<file path="config.mk">
export PLATFORM = sky130hd
export DESIGN_NAME = tx_unpack
export DESIGN_NICKNAME = d
export VERILOG_FILES = /design/src/hdl/tx_unpack_pkg.sv /design/src/hdl/status_fifo_mem.sv /design/src/hdl/tx_unpack.sv
export VERILOG_INCLUDE_DIRS = /design/src /design/src/hdl
export SDC_FILE = /design/constraint.sdc
export NUM_CORES = 1
export LEC_CHECK = 0
export BUFFER_PORTS_ARGS = -buffer_cell sky130_fd_sc_hd__buf_2
export CAP_MARGIN = 20
export CORE_ASPECT_RATIO = 0.7
export CORE_MARGIN = 8
export CORE_UTILIZATION = 54
export CTS_BUF_LIST = sky130_fd_sc_hd__clkbuf_2
export CTS_CLUSTER_SIZE = 14
export DETAILED_ROUTE_END_ITERATION = 16
export PLACE_DENSITY = 0.87
export SLEW_MARGIN = 20
export SYNTH_ARGS = -nofsm -noshare
export SYNTH_HDL_FRONTEND = slang
export SYNTH_SLANG_ARGS = --single-unit
</file>
<file path="constraint.sdc">
create_clock -name clk -period 4.91 [get_ports clk]
set_clock_uncertainty 0.05 [all_clocks]
set_input_delay 0.2455 -clock clk [delete_from_list [all_inputs] [get_ports clk]]
set_output_delay 0.2455 -clock clk [all_outputs]
set_load 0.01 [all_outputs]
</file>
<file path="src/hdl/tx_unpack_cfg.svh">
`ifndef TX_UNPACK_CFG_SVH
`define TX_UNPACK_CFG_SVH

// Register byte offsets
`define OFS_DATA 8'h00
`define OFS_STATUS 8'h04
`define OFS_CFG 8'h08
`define OFS_INFO 8'h0C

// Configuration register
`define CFG_SAO_BIT 0
`define CFG_DEFER_BIT 1
`define CFG_RESET 2'h0

// Info register
`define INFO_ERR_BIT 8
`define INFO_FULL_BIT 9
`define INFO_BUSY_BIT 16

// First command word fields
`define CMDA_ALIGN_HI 25
`define CMDA_ALIGN_LO 24
`define CMDA_OFS_HI 20
`define CMDA_OFS_LO 16
`define CMDA_FIRST_BIT 13
`define CMDA_LAST_BIT 12
`define CMD_SIZE_HI 10

// Second command word tag field
`define CMDB_TAG_HI 31
`define CMDB_TAG_LO 16

// End alignment codes
`define ALIGN_4 2'h0
`define ALIGN_16 2'h1
`define ALIGN_32 2'h2
`define MASK_4 12'h003
`define MASK_16 12'h00F
`define MASK_32 12'h01F

// Status FIFO geometry
`define STS_DEPTH_LOG2 4
`define STS_DEPTH 5'h10

`endif

</file>
<file path="src/hdl/tx_unpack_pkg.sv">
package tx_unpack_pkg;

  typedef enum logic [1:0] {
    st_cmd_a,
    st_cmd_b,
    st_data
  } unpack_state_e;

  typedef logic [31:0] word_t;

endpackage : tx_unpack_pkg

</file>
<file path="src/hdl/status_fifo_mem.sv">
`timescale 1ns/10ps
`include "tx_unpack_cfg.svh"

module status_fifo_mem import tx_unpack_pkg::*; (
  input wire logic clk,
  input wire logic rst_n,
  input wire logic wr_en,
  input wire logic [`STS_DEPTH_LOG2-1:0] wr_addr,
  input wire word_t wr_data,
  input wire logic [`STS_DEPTH_LOG2-1:0] rd_addr,
  output word_t rd_data
);

  word_t mem [0:(1<<`STS_DEPTH_LOG2)-1];

  always_ff @(posedge clk) begin
    if (wr_en) begin
      mem[wr_addr] <= wr_data;
    end
  end

  always_ff @(posedge clk or negedge rst_n) begin
    if (!rst_n) begin
      rd_data <= 32'h0000_0000;
    end else begin
      rd_data <= mem[rd_addr];
    end
  end

endmodule : status_fifo_mem

</file>
<file path="src/hdl/tx_unpack.sv">
// Added by the designer: the AHB-Lite register port and the register addresses.
`timescale 1ns/10ps
`include "tx_unpack_cfg.svh"

module tx_unpack import tx_unpack_pkg::*; (
  input wire logic clk,
  input wire logic rst_n,
  input wire logic hsel,
  input wire logic [31:0] haddr,
  input wire logic [1:0] htrans,
  input wire logic hwrite,
  input wire logic [2:0] hsize,
  input wire logic hready,
  input wire logic [31:0] hwdata,
  output logic hreadyout,
  output logic hresp,
  output logic [31:0] hrdata,
  output logic mac_valid,
  output logic [31:0] mac_data,
  output logic [3:0] mac_be,
  output logic mac_last,
  output logic [15:0] mac_tag,
  input wire logic mac_ready,
  output logic tx_enable,
  input wire logic mac_done,
  input wire logic [15:0] mac_done_tag,
  input wire logic mac_lost_carrier,
  input wire logic mac_no_carrier,
  input wire logic mac_late_collision,
  input wire logic mac_excess_collisions,
  input wire logic [3:0] mac_collision_count,
  input wire logic mac_excess_deferral,
  input wire logic mac_deferred,
  output logic transmit_error_flag
);

  function automatic logic [11:0] round_up(input logic [11:0] n, input logic [1:0] code);
    logic [11:0] mask;
    mask = (code == `ALIGN_32) ? `MASK_32 : (code == `ALIGN_16) ? `MASK_16 : `MASK_4;
    round_up = (n + mask) & ~mask;
  endfunction : round_up

  // Bus data-phase tracking
  logic pend;
  logic p_write;
  logic [7:0] p_addr;

  // Configuration
  logic status_discard_allow_overrun;
  logic defer_check;

  // Unpacker state
  unpack_state_e st;
  logic [4:0] ofs;
  logic [10:0] size;
  logic first_segment;
  logic last_segment;
  logic [9:0] words;
  logic [9:0] idx;
  logic [15:0] tag;

  // Status FIFO state
  logic [`STS_DEPTH_LOG2:0] wr_ptr;
  logic [`STS_DEPTH_LOG2:0] rd_ptr;
  logic ovr_lock;
  word_t rd_word;
  logic sts_fresh;

  wire take = hsel & htrans[1] & hready;
  wire sel_data = (p_addr == `OFS_DATA);
  wire sel_status = (p_addr == `OFS_STATUS);
  wire sel_cfg = (p_addr == `OFS_CFG);
  wire sel_info = (p_addr == `OFS_INFO);

  // Byte window of current buffer
  wire [11:0] buf_start = {7'h00, ofs};
  wire [11:0] buf_end = buf_start + {1'b0, size};
  wire [11:0] wbase = {idx, 2'b00};
  wire [3:0] lane_be;

  genvar g;
  generate
    for (g = 0; g < 4; g = g + 1) begin : g_lane
      wire [11:0] bpos = wbase + 12'(g);
      assign lane_be[g] = (bpos >= buf_start) && (bpos < buf_end);
    end
  endgenerate

  wire data_wr = pend & p_write & sel_data;
  wire emit = (st == st_data) && (lane_be != 4'h0);
  // Data phase of a payload-word write waits while the offered word is unaccepted
  wire stall = data_wr & emit & mac_valid & ~mac_ready;
  wire done_now = pend & ~stall;
  wire wr_done = done_now & p_write;
  wire rd_done = done_now & ~p_write;
  wire accept = data_wr & done_now;
  wire word_last = (wbase + 12'h004) >= buf_end;

  wire [11:0] cmd_end = {7'h00, hwdata[`CMDA_OFS_HI:`CMDA_OFS_LO]}
                      + {1'b0, hwdata[`CMD_SIZE_HI:0]};
  wire [11:0] cmd_span = round_up(cmd_end, hwdata[`CMDA_ALIGN_HI:`CMDA_ALIGN_LO]);
  wire [9:0] cmd_words = cmd_span[11:2];

  // Status word assembly
  // excess deferral gated by defer_check; mac_deferred passes ungated
  wire defer_x = mac_excess_deferral & defer_check;
  wire error_summary = mac_lost_carrier | mac_no_carrier | mac_late_collision
                     | mac_excess_collisions | defer_x;
  wire [3:0] coll = mac_excess_collisions ? 4'h0 : mac_collision_count;
  wire word_t sts_word = {mac_done_tag, error_summary, 3'h0, mac_lost_carrier,
                          mac_no_carrier, mac_late_collision, mac_excess_collisions,
                          1'b0, coll, defer_x, 1'b0, mac_deferred};

  wire [`STS_DEPTH_LOG2:0] count = wr_ptr - rd_ptr;
  wire full = (count == `STS_DEPTH);
  wire empty = (count == 5'h00);
  // Read port lags a write into the head slot by one cycle
  wire sts_none = empty | sts_fresh;
  wire pop = rd_done & sel_status & ~sts_none;
  wire push = mac_done & ~full & ~ovr_lock;
  wire overrun = mac_done & (full | ovr_lock);
  wire err_set = overrun & ~status_discard_allow_overrun;
  wire err_clr = wr_done & sel_info & hwdata[`INFO_ERR_BIT];
  wire [`STS_DEPTH_LOG2:0] next_count = count + {4'h0, push} - {4'h0, pop};
  wire [`STS_DEPTH_LOG2:0] used_shown = ovr_lock ? 5'h00 : count;
  wire [31:0] info_word = {15'h0000, st != st_cmd_a, 6'h00, full,
                           transmit_error_flag, 3'h0, used_shown};
  wire [31:0] read_mux = sel_status ? (sts_none ? 32'h0000_0000 : rd_word)
                       : sel_cfg ? {30'h0, defer_check, status_discard_allow_overrun}
                       : sel_info ? info_word
                       : 32'h0000_0000;

  status_fifo_mem u_sts (
    .clk(clk),
    .rst_n(rst_n),
    .wr_en(push),
    .wr_addr(wr_ptr[`STS_DEPTH_LOG2-1:0]),
    .wr_data(sts_word),
    .rd_addr(rd_ptr[`STS_DEPTH_LOG2-1:0]),
    .rd_data(rd_word)
  );

  // Bus slave: one wait state minimum
  always_ff @(posedge clk or negedge rst_n) begin
    if (!rst_n) begin
      pend <= 1'b0;
      p_write <= 1'b0;
      p_addr <= 8'h00;
      hreadyout <= 1'b1;
    end else if (take) begin
      pend <= 1'b1;
      p_write <= hwrite;
      p_addr <= haddr[7:0];
      hreadyout <= 1'b0;
    end else if (done_now) begin
      pend <= 1'b0;
      hreadyout <= 1'b1;
    end
  end

  // Every transfer answers OKAY
  always_ff @(posedge clk or negedge rst_n) begin
    if (!rst_n) begin
      hresp <= 1'b0;
    end else begin
      hresp <= 1'b0;
    end
  end

  always_ff @(posedge clk or negedge rst_n) begin
    if (!rst_n) begin
      hrdata <= 32'h0000_0000;
    end else if (rd_done) begin
      hrdata <= read_mux;
    end
  end

  always_ff @(posedge clk or negedge rst_n) begin
    if (!rst_n) begin
      status_discard_allow_overrun <= 1'b0;
      defer_check <= 1'b0;
    end else if (wr_done & sel_cfg) begin
      status_discard_allow_overrun <= hwdata[`CFG_SAO_BIT];
      defer_check <= hwdata[`CFG_DEFER_BIT];
    end
  end

  // Unpacker sequencing
  always_ff @(posedge clk or negedge rst_n) begin
    if (!rst_n) begin
      st <= st_cmd_a;
      ofs <= 5'h00;
      size <= 11'h000;
      first_segment <= 1'b0;
      last_segment <= 1'b0;
      words <= 10'h000;
      idx <= 10'h000;
      tag <= 16'h0000;
    end else if (accept) begin
      case (st)
        st_cmd_a: begin
          ofs <= hwdata[`CMDA_OFS_HI:`CMDA_OFS_LO];
          size <= hwdata[`CMD_SIZE_HI:0];
          first_segment <= hwdata[`CMDA_FIRST_BIT];
          last_segment <= hwdata[`CMDA_LAST_BIT];
          words <= cmd_words;
          idx <= 10'h000;
          st <= st_cmd_b;
        end
        st_cmd_b: begin
          if (first_segment) begin
            tag <= hwdata[`CMDB_TAG_HI:`CMDB_TAG_LO];
          end
          st <= (words == 10'h000) ? st_cmd_a : st_data;
        end
        st_data: begin
          idx <= idx + 10'h001;
          if (idx == words - 10'h001) begin
            st <= st_cmd_a;
          end
        end
        default: begin
          st <= st_cmd_a;
        end
      endcase
    end
  end

  // Word hand-off to MAC FIFO
  always_ff @(posedge clk or negedge rst_n) begin
    if (!rst_n) begin
      mac_valid <= 1'b0;
    end else if (accept & emit) begin
      mac_valid <= 1'b1;
    end else if (mac_ready) begin
      mac_valid <= 1'b0;
    end
  end

  // Payload only moves when a new word is taken
  always_ff @(posedge clk or negedge rst_n) begin
    if (!rst_n) begin
      mac_data <= 32'h0000_0000;
      mac_be <= 4'h0;
      mac_last <= 1'b0;
      mac_tag <= 16'h0000;
    end else if (accept & emit) begin
      mac_data <= hwdata;
      mac_be <= lane_be;
      mac_last <= last_segment & word_last;
      mac_tag <= tag;
    end
  end

  // Status FIFO pointers
  always_ff @(posedge clk or negedge rst_n) begin
    if (!rst_n) begin
      wr_ptr <= 5'h00;
      rd_ptr <= 5'h00;
      sts_fresh <= 1'b0;
    end else begin
      if (push) begin
        wr_ptr <= wr_ptr + 5'h01;
      end
      if (pop) begin
        rd_ptr <= rd_ptr + 5'h01;
      end
      // Push into empty FIFO lands on head slot
      sts_fresh <= push & empty;
    end
  end

  always_ff @(posedge clk or negedge rst_n) begin
    if (!rst_n) begin
      ovr_lock <= 1'b0;
    end else if (overrun & status_discard_allow_overrun) begin
      ovr_lock <= 1'b1;
    end else if (pop) begin
      ovr_lock <= 1'b0;
    end
  end

  // Set wins over a same-cycle clear
  always_ff @(posedge clk or negedge rst_n) begin
    if (!rst_n) begin
      transmit_error_flag <= 1'b0;
    end else begin
      transmit_error_flag <= err_set | (transmit_error_flag & ~err_clr);
    end
  end

  always_ff @(posedge clk or negedge rst_n) begin
    if (!rst_n) begin
      tx_enable <= 1'b1;
    end else begin
      // Next count, so suspension lands with the push
      tx_enable <= status_discard_allow_overrun | (next_count != `STS_DEPTH);
    end
  end

endmodule : tx_unpack

</file>
---- Word level (Yosys, flattened, before mapping) ----
Memory sizes are Yosys's and may differ from the RTL's. A register that Yosys moved wholly into a read port is not among the register bits.
Cells that the tools add are included.
word-level totals
  memories ................................ 1
  register bits after elaboration ......... 201
  logic and storage cells ................. 148
  memory bits (writable) .................. 432
  input port bits ......................... 102
  output and inout bits ................... 90
operators by class
  eq/ne operators ......................... 11
  add/sub/neg operators ................... 14
  muxes and demuxes ....................... 22
  bitwise logic cells ..................... 44
  reductions and logical operators ........ 20
  $lt $le $gt $ge ......................... 9
memory list
  name       depth  width  read ports  clocked after Yosys merged registers in  write ports  line                   text
  u_sts.mem  16     27     1           1                                        1            status_fifo_mem.sv:14  word_t mem [0:(1<<`STS_DEPTH_LOG2)-1];
operator list
  cell                     number
  $mux W32                 2
  $ge A12 B5 Y1            4
  $lt A12 B12 Y1           4
  $mux W17                 2
  $and A1 B1 Y1            26
  $add A12 B2 Y12 const B  2
  $add A5 B11 Y12          2
  $pmux W10 S2             1
  $eq A8 B4 Y1 const B     2
  $add A12 B1 Y12 const B  1
  $add A12 B3 Y12 const B  1
  $add A12 B5 Y12          1
  $and A12 B12 Y12         1
  $ge A12 B12 Y1           1
  $not A5 Y12              1
  $add A10 B1 Y10 const B  1
  $add A5 B1 Y5 const B    2
  $eq A10 B10 Y1           1
  $logic_not A10 Y1        1
  $mux W1                  10
  $mux W5                  2
  $reduce_bool A2 Y1       5
  $sub A10 B1 Y10 const B  1
  $eq A8 B3 Y1 const B     1
  21 further kinds         45

---- Depth between registers and ports, before layout ----
Gate-level depths: netlist (run 1).
  depth after elaboration ................. 16
  mapped depth ............................ 26
  depth with buffers taken out ............ 24

---- By module ----
From an unflattened synthesis (run 1), not the netlist that was laid out.
second synthesis, totals
  cell total of the unflattened synthesis .. 1631
  area, all modules ....................... 29085.4 um2
by module, submodules not included
  module           times used  sequential area each (um2)  area an instance (um2)  cells each
  status_fifo_mem  1           16175.5                     19996.7                 838
  tx_unpack        1           4231.6                      9088.7                  793

---- Worst setup path before layout (run 1) ----
No wires, ideal clock.
  path type ............................... register to register
  start point ............................. reg rd_ptr[1]
  end point ............................... mem u_sts.mem[3][0] (netlist bit) (enable)
  arrival time ............................ 4812 ps
  stages on the path, launching flop included .. 17
  clock period less this slack ............ 5307 ps
  buffers on the path ..................... 3
  library setup time ...................... 445 ps
  slack ................................... -397 ps
  required time ........................... 4415 ps
  cells stage by stage .................... dfrtp_1 -> clkbuf_1 -> clkbuf_1 -> inv_1 -> ha_1 -> a21o_1 -> a21oi_1 -> xnor2_1 -> inv_1 -> ha_1 -> nand2_1 -> nor3b_1 -> nor2_1 -> and2_1 -> clkbuf_1 -> nand2_1 -> nor3_1
on the way
  longest elaborated chain between the ends .. 7
ends and longest elaborated chain
  item                           line                   text
  from (decl)                    tx_unpack.sv:64        logic [`STS_DEPTH_LOG2:0] rd_ptr;
  from (signal assigned)         tx_unpack.sv:266       rd_ptr <= rd_ptr + 5'h01;
  $sub A5 B5 Y5                  tx_unpack.sv:114       wire [`STS_DEPTH_LOG2:0] count = wr_ptr - rd_ptr;
  $eq A5 B5 Y1 (no source line)  --
  $not A1 Y1                     tx_unpack.sv:120       wire push = mac_done & ~full & ~ovr_lock;
  $and A1 B1 Y1 (2 in series)    tx_unpack.sv:120
  $mux W1                        status_fifo_mem.sv:17  if (wr_en) begin
  $mux W1 (implied by the code)  status_fifo_mem.sv:18  mem[wr_addr] <= wr_data;
  to (decl)                      status_fifo_mem.sv:14
Every way passes these cells.

---- Final worst setup path (run 1) ----
  start point ............................. reg ofs[0]
  end point ............................... reg mac_tag[12]
on the way
  longest elaborated chain between the ends .. 12
  elaborated cells on any way between the ends .. 22
  classes of those cells .................. 1 x add/sub; 8 x order compare; 7 x bitwise; 6 x reduce/logical
ends and longest elaborated chain
  item                         line              text
  from (decl)                  tx_unpack.sv:54   logic [4:0] ofs;
  from (signal assigned)       tx_unpack.sv:202  ofs <= hwdata[`CMDA_OFS_HI:`CMDA_OFS_LO];
  $add A5 B11 Y12              tx_unpack.sv:77   wire [11:0] buf_end = buf_start + {1'b0, size};
  $lt A12 B12 Y1               tx_unpack.sv:85   assign lane_be[g] = (bpos >= buf_start) && (bpos < buf_end);
  $logic_and A1 B1 Y1          tx_unpack.sv:85
  $reduce_bool A4 Y1 *         tx_unpack.sv:90   wire emit = (st == st_data) && (lane_be != 4'h0);
  $logic_and A1 B1 Y1 *        tx_unpack.sv:90
  $and A1 B1 Y1 (3 in series)  tx_unpack.sv:92   wire stall = data_wr & emit & mac_valid & ~mac_ready;
  $not A1 Y1                   tx_unpack.sv:93   wire done_now = pend & ~stall;
  $and A1 B1 Y1                tx_unpack.sv:93
  $and A1 B1 Y1                tx_unpack.sv:96   wire accept = data_wr & done_now;
  $and A1 B1 Y1 *              tx_unpack.sv:247  end else if (accept & emit) begin
  to (signal assigned)         tx_unpack.sv:251  mac_tag <= tag;
  to (decl)                    tx_unpack.sv:22   output logic [15:0] mac_tag,
Every way passes the cells marked *; elsewhere a longest branch is shown, timed or not.
A chain may end at the register's enable or synchronous reset.

==> metrics.md, run 1 <==
| Metric | Value |
|---|---|
| Vias in the first global route | around 17000 |
| Avg WL per Cell | 23.9 um |
| Drt total wl | 64500 um |
| RD Place Congestion | roughly 0.93 |
| Final setup vio count | 0 |
| Hold Path Depth | 3 |
| Max IR drop VDD | 226 uV |
| Clock power share | a little under a third |
| Core area | 47700 um2 |
| Worst r2r dst | mac_tag[12]$_DFFE_PN0P_ |
| Post-Place Setup Slack | 0.401 ns |
| Final ANT Viol Nets | 0 |
| WP data required | between 5 and 6 ns |
| Vias | 15800 |
| Most used cell, CP | ha_1 |
| CTS tree | built |
| Post-Syn Area per Cell | 16.8 um2 |
| Final WS setup | 0.270 ns |
| Sw Ratio | 28.4% |
| Worst hold endpoint | u_sts.mem[14][5]$_DFFE_PP_ |
| R2R setup slack | 0.27 ns |
| Worst flop-to-flop path startpoint | ofs[0]$_DFFE_PN0P_ |
| GRT Total Usage | 23.3% |
| Outcome | complete, no violations |
| Crit-path max cell delay | 0.48 ns |
| DIE WIDTH | 278 um |
| Critical Path Start Type | flip-flop |
| Warnings, synthesis | 0 |
| Port Buffers | 158 |
| Pwr dens | around 360 nW/um2 |
| Starting Density | 54.4% |
| Layout cells sized above 1 | 31.9% |
| Post-synth cell types | 70 |
| DRC Markers | 0 |
| Slew margin rel. | 28.9% |
| Sequential share of power | 55.9% |
| Tot Pwr | around 11000 uW |
| Inserted Clock Buffers | roughly 150 |
| Worst Setup Path Type | reg2reg |
| CP top delay family | compound AO/OA/AOI/OAI gates |
| Number of max-cap violations | 0 |
| Worst-path maximum fanout | 20 |
| Top_reg_cell synth | edfxtp_1 |
| Area delta synth->final | 17.6% |
| Worst-path clk slew | 0.17 ns |
| Combinational power share | ~14% |
| Drt pass-1 iters | 7 |
| Sequential area share after synthesis | 68.5% |
| Min-Delay Path Class | in2reg |
| Worst hold slack | around 0.15 ns |
| Initial antenna violation count | 4 |
| Syn Inst Count | 1547 |
| Post-synth EDFFs | 432 |
| Leakage | roughly 0.012 uW |
| GR Overflow Total | 0 |
| Total negative setup slack | 0 ns |
| Peak Freq | between 200 and 250 MHz |
| Synth async-reset ratio | 30.8% |
| CP bufs+invs | 2 |
| Register-to-Register Path Depth | 15 |
| Synthesized area | between 20000 and 30000 um2 |
| Final core utilization | 64.0% |
| Final period util | 94.5% |
| Fin. Hold Viols | 0 |
| Worst Hold Launch | mac_collision_count[3] |
| Power Internal | 7940 uW |
| Vias/cell | 5.85 |
| Seq cells post-synth | 624 |
| I/O pin total | 192 |
| Clk_lat worst skew | about 1.2 ns |
| Die H | 199 um |
| Nets | 2120 |
| Slowest CP cell | a211oi_4 |
| Max Slew Vio Count | 0 |
| DRT iter0 DRCs | 1624 |
| Clock buffer depth | 3 |
| Max H-tree Level | 4 |
| Critical Path AT | 5.57 ns |
| CTS sink cnt | 624 |
| NetSw | 3150 uW |
| Crit-path cells | ha_1 > inv_1 > fa_1 > nor2b_1 > o31a_1 > o2111ai_1 > xor2_1 > ha_1 > o211ai_1 > a21oi_1 > and4b_1 > a211oi_4 > nand4_4 > buf_12 > mux2_4 |
| Tmin final | 4.64 ns |
| DIE AREA | 55400 um2 |
| First-pass GRT wire length | 97800 um |
| Clock root cell | clkbuf_2 |
| RSZ-0062 raised after global routing | no |
| Detailed placement HPWL | roughly 37000 um |
| Pin count of the biggest net entering global routing | about 110 |
| Slew @ Worst Pin | around 1.1 ns |
| Kind of end point of the critical path | flip-flop |
| Num rows | 67 |
cell type report:
class                           instances  area (um2)
Tap cell                              621         777
Antenna cell                            6        15.0
Inverter                               51         191
Timing Repair Buffer                  343        2620
Sequential cell                       624       17800
Multi-Input combinational cell        800        7810
Clock buffer                          218        1090
Clock inverter                         40         229
Fill cell                            3182       17200
registers in the layout (all words and copies together) (netlist names), 2 cells and up:
signal and count:
tag 16, p_addr 8, mac_be 4, u_sts.mem 432
words 10, mac_data 32, idx 10, ofs 5
size 11, st 2, mac_tag 16, rd_ptr 5
u_sts.rd_data 27, wr_ptr 5, hrdata 28
Yosys cell counts (10+ instances only):
cell type  count  area share (%)
edfxtp_1     432              50
nand3_1       25            0.48
mux4_2       135              12
inv_1         50            0.72
a21oi_1       29            0.56
clkbuf_1      48            0.69
o21ai_0       86             1.7
nor2b_1       12            0.29
mux2_4        38             2.2
dfrtp_1      190              18
buf_1         17            0.25
a21o_1        10            0.29
nor3_1        13            0.25
nand2b_1      10            0.24
nor2_1        49            0.71
xor2_1        22            0.74
nand2_1      153             2.2
xnor2_1       30             1.0
mux2_2        27             1.2
ha_1          46             2.2
through the flow:
stage               area (um2)  cells
finish                   30500   2703
global route             30500   2701
detailed placement       27600   2287
global placement         27600   2287
floorplan                26000   1551
CTS                      30500   2697
worst min-delay path, stage by stage:
cell and delay (ns):
dlygate4sd3_1 0.53, buf_2 0.11, nor2b_1 0.28
cells in the final DEF, fill, tap and decap left out, types with 5 or more instances in the layout:
cell and instances:
edfxtp_1 432, clkbuf_2 218, dfrtp_1 188, buf_2 157, nand2_1 153, dlygate4sd3_1 151
mux4_2 135, o21ai_0 86, inv_1 50, ha_1 46, mux2_4 38, nor2_1 37
xnor2_1 30, buf_4 30, a21oi_1 29, mux2_2 27, nand3_1 25, clkinv_1 24
xor2_1 22, nor2b_1 12, nor2_4 12, a21o_1 10, nand2b_1 9, nor3_1 8
nand4_1 7, and2_1 7, a22oi_1 7, fa_1 7, diode_2 6, or2_2 6
o211ai_1 6, nor4_1 5, a31oi_1 5, conb_1 5
kinds of logic (layout without fill, tap and decap cells):
group	Yosys count	after routing	share of synthesized area, %
flops	624	624	68.5
simple gates	305	305	5.39
mux	202	202	15.2
compound gates	179	179	4.22
buf+inv	127	652	2.03
fa+ha+maj	57	57	2.92
xor+xnor	52	52	1.75
other cells	1	11	0.0144
layer usage:
layer / global-route usage [%] / up-vias / part of all wire [%]
li1: - / 6822 / -
met1: 30.4 / 7928 / 39
met2: 37.5 / 917 / 49
met3: 6.14 / 158 / 9.1
met4: 9.29 / 0 / 2.8
met5: 0 / - / 0
power groups by stage:
| stage | Sequential [uW] | Combinational, uW | Clock [uW] |
|---|---|---|---|
| final | 6200 | 1550 | 3330 |
| after CTS | 6200 | 1550 | 3390 |
| after global placement | 6270 | 1360 | 0 |
| after floorplan | 6220 | 959 | 0 |
| after global routing | 6230 | 1680 | 3690 |
| after detailed placement | 6310 | 1430 | 0 |
worst max-delay path by stage:
stage,start,to,slack (ns),cells after the start
after detailed placement,ofs[0]$_DFFE_PN0P_,mac_data[15]$_DFFE_PN0P_,0.40,16
after global placement,ofs[0]$_DFFE_PN0P_,mac_data[29]$_DFFE_PN0P_,0.52,16
after global routing,ofs[0]$_DFFE_PN0P_,mac_data[23]$_DFFE_PN0P_,0.06,15
after CTS,ofs[0]$_DFFE_PN0P_,mac_tag[12]$_DFFE_PN0P_,0.30,16
after floorplan,rd_ptr[1]$_DFFE_PN0P_,tx_enable$_DFF_PN1_,0.12,26
final,ofs[0]$_DFFE_PN0P_,mac_tag[12]$_DFFE_PN0P_,0.27,15
repair_timing:
| action | 4_1_cts | 5_1_grt |
|---|---|---|
| endpoints found under the setup margin | 0 | 28 |
| hold buffers | 152 | 0 |
| hold endpoints to repair | 740 | 0 |
| buffers inserted | 0 | 0 |
| gates resized for setup | 0 | 1 |
(Power assumes the default switching activity.)
==> run 2, diff against run 1 <==
--- a/config.mk
+++ b/config.mk
@@ -10,11 +10,11 @@
 export CAP_MARGIN = 20
 export CORE_ASPECT_RATIO = 0.7
 export CORE_MARGIN = 8
-export CORE_UTILIZATION = 54
+export CORE_UTILIZATION = 52
 export CTS_BUF_LIST = sky130_fd_sc_hd__clkbuf_2
 export CTS_CLUSTER_SIZE = 14
 export DETAILED_ROUTE_END_ITERATION = 16
-export PLACE_DENSITY = 0.87
+export PLACE_DENSITY = 0.84
 export SLEW_MARGIN = 20
 export SYNTH_ARGS = -nofsm -noshare
 export SYNTH_HDL_FRONTEND = slang
==> run 2 against run 1 <==
  * Largest power group unchanged
  * Largest cell class unchanged
  * Worst setup slack improved by 0.077 ns
  * Global-route usage down 1.6 points
  * Sequential cell count is the same
  * Sequential power about the same
  * Power barely moved
  * Hold slack improved by 0.023 ns
==> metrics.md, run 2 (synthesized netlist as in run 1, its figures left out) <==
| Metric | Value |
|---|---|
| Outcome | complete, no violations |
| Kind of end point of the critical path | flip-flop |
| Clock buffer depth | 3 (unchanged) |
| Most used cell, CP | ha_1 |
| Final setup vio count | 0 (unchanged) |
| I/O pin total | 192 (unchanged) |
| Slew @ Worst Pin | 1.01 ns (-0.0573 ns) |
| Num rows | 68 (+1.5%) |
| CP bufs+invs | 2 (unchanged) |
| Initial antenna violation count | 5 (+1) |
| Avg WL per Cell | 23.0 um (-3.7%) |
| Clock root cell | clkbuf_2 |
| Worst-path maximum fanout | 24 (+20%) |
| Largest Register | u_sts.mem |
| Slew margin rel. | 32.8% (+3.8 points) |
| Detailed placement HPWL | 36200 um (-2.0%) |
| GR Overflow Total | 0 (unchanged) |
| Vias/cell | 5.70 (-2.6%) |
| CTS sink cnt | 624 (unchanged) |
| Critical Path AT | 5.40 ns (-0.17 ns) |
| Max H-tree Level | 4 (unchanged) |
| GRT Total Usage | 21.6% (-1.6 points) |
| Power Internal | 7970 uW (+0.28%) |
| Final core utilization | 62.1% (-1.8 points) |
| Number of max-cap violations | 0 (unchanged) |
| Pin count of the biggest net entering global routing | 112 (unchanged) |
| RD Place Congestion | 0.880 (-5.7%) |
| Critical Path Start Type | flip-flop |
| Worst Hold Launch | hwdata[6] |
| Post-CTS setup buffer count | 0 (unchanged) |
| Register area | 17800 um2 (unchanged) |
| Pwr dens | 362 nW/um2 (-0.37%) |
| Commonest non-fill, non-tap cells in the layout | edfxtp_1 (432), clkbuf_2 (223), dfrtp_1 (188), buf_2 (157), nand2_1 (153) |
| Tmin final | 4.56 ns (-0.0774 ns) |
| Post-Place Setup Slack | 0.386 ns (-0.0148 ns) |
| Commonest non-fill, non-tap cell in the layout | edfxtp_1 |
| DRC Markers | 0 (unchanged) |
| Tot Pwr | 11100 uW (about the same) |
| CTS tree | built |
| Crit-path max cell delay | 0.47 ns (about the same) |
| Core area | 49300 um2 (+3.3%) |
| Clock power share | 29.8% (-0.2 points) |
| Max IR drop VDD | 236 uV (+4.3%) |
| Vias in the first global route | 16500 (-1.9%) |
| Area delta synth->final | 18.0% |
| Starting Density | 52.7% (-1.7 points) |
| Vias | 15700 (-1.1%) |
| DIE AREA | 57400 um2 (+3.6%) |
| Sw Ratio | 28.1% (-0.26 points) |
| CP top delay family | compound AO/OA/AOI/OAI gates |
| Nets | 2118 (-0.094%) |
| Crit-path cells | ha_1 > inv_1 > fa_1 > nor2b_1 > o31a_1 > o2111ai_1 > xor2_1 > ha_1 > o211ai_1 > a21oi_1 > and4b_1 > a211oi_4 > nand4_4 > buf_12 > mux2_4 |
| First-pass GRT wire length | 96200 um (-1.7%) |
| NetSw | 3120 uW (-1.0%) |
| Sequential share of power | 55.7% (-0.2 points) |
| Drt pass-1 iters | 5 (-2) |
| Combinational power share | 14.4% (+0.4 points) |
| Final ANT Viol Nets | 0 (unchanged) |
| Worst Setup Path Type | reg2reg |
| Max Slew Vio Count | 0 (unchanged) |
| Peak Freq | 219 MHz (+1.7%) |
| Placed Instances | 2331 (+1.9%) |
| Largest register FFs | 432 (unchanged) |
| Total negative setup slack | 0 ns (unchanged) |
| Fin. Hold Viols | 0 (unchanged) |
| Leakage | 0.0118 uW (about the same) |
| Crit. Startpoint | ofs[0]$_DFFE_PN0P_ |
| DRT iter0 DRCs | 1576 (-3.0%) |
| Fillers | 3471 (+9.1%) |
| Min-Delay Path Class | in2reg |
| RSZ-0062 raised after global routing | no |
| Final period util | 92.9% (-1.6 points) |
| Drt total wl | 63000 um (-2.3%) |
| WP data required | 5.75 ns (-0.09 ns) |
| Die H | 203 um (+1.8%) |
| Port Buffers | 158 (unchanged) |
| Clk_lat worst skew | 1.10 ns (-0.09 ns) |
| Worst flop-to-flop path startpoint | ofs[0]$_DFFE_PN0P_ |
| Non-Filler Instances | 2744 (+1.5%) |
| DIE WIDTH | 283 um (+1.8%) |
| Area of the multi-input gates | 7810 um2 (unchanged) |
| Layout cells sized above 1 | 32.2% (+0.27 points) |
| Worst-path clk slew | 0.11 ns (-0.06 ns) |
| Biggest regs | u_sts.mem (432), mac_data (32), hrdata (28) |
| Slowest CP cell | a211oi_4 |
| Final WS setup | 0.347 ns (+0.0774 ns) |
| Inserted Clock Buffers | 142 (-2.1%) |
| R2R setup slack | 0.35 ns (+0.08 ns) |
==> run 2: changes by cell type in the layout (fill, tap and decap cells not counted), sizes merged <==
| cell | previous run | this run |
|---|---|---|
| dlygate4sd3 | 151 | 152 |
| diode | 6 | 5 |
| clkinv | 30 | 22 |
| clkinvlp | 4 | 6 |
| clkbuf | 219 | 224 |
| inv | 56 | 54 |
==> run 2: cell type report <==
cell class / count / share of cell area, %
sequential: 624 / 58.1
multi-input combinational: 800 / 25.5
timing repair buffer: 344 / 8.69
clock buffer: 223 / 3.65
tap: 665 / 2.72
clock inverter: 32 / 0.670
inverter: 51 / 0.625
antenna: 5 / 0.0409
==> run 2: worst reg2reg max path: stages (launching register included) <==
cell	delay, ns
dfrtp_1	0.44
ha_1	0.22
inv_1	0.06
fa_1	0.40
nor2b_1	0.32
o31a_1	0.29
o2111ai_1	0.15
xor2_1	0.24
ha_1	0.27
o211ai_1	0.08
a21oi_1	0.09
and4b_1	0.23
a211oi_4	0.47
nand4_4	0.39
buf_12	0.32
mux2_4	0.34
==> run 2: worst paths after layout <==
kind | cells after the start | end
max | 15 | mac_data[29]$_DFFE_PN0P_
min | 6 | words[6]$_DFFE_PN0P_
max reg2reg | 15 | mac_data[29]$_DFFE_PN0P_
min reg2reg | 2 | hrdata[28]$_DFFE_PN0P_
max in group asynchronous | 4 | mac_data[11]$_DFFE_PN0P_
min in group asynchronous | 3 | hreadyout$_DFFE_PN1P_
==> run 2: timing repair <==
action                                  in CTS  in global routing
endpoints found under the hold margin      723                  0
gates resized for setup                      0                  1
hold buffers                               153                  0
endpoints found under the setup margin       0                 19
==> run 2: layer usage <==
metal	vias up	global-route usage (%)	routed length [um]	part of all wire [%]
met5	-	0	0	0
met4	0	7.54	1510	2.4
met3	122	5.95	5360	8.5
met2	805	33.8	30200	48
met1	7886	29.3	26000	41
li1	6841	-	-	-
==> run 2: power groups by stage <==
stage | sequential (uW) | combinational, uW | clock (uW)
2_1_floorplan | 6220 | 959 | 0
3_3_place_gp | 6250 | 1400 | 0
3_5_place_dp | 6290 | 1470 | 0
4_1_cts | 6170 | 1590 | 3400
5_1_grt | 6200 | 1730 | 3680
6_report | 6180 | 1600 | 3300
==> run 2: stage by stage <==
step / instance area, um2 / hold WS (ns)
after global routing: 30600 / 0.0383
after floorplan: 26000 / -0.100
final: 30600 / 0.176
after global placement: 27700 / 0.327
after detailed placement: 27700 / 0.348
after CTS: 30600 / 0.00467
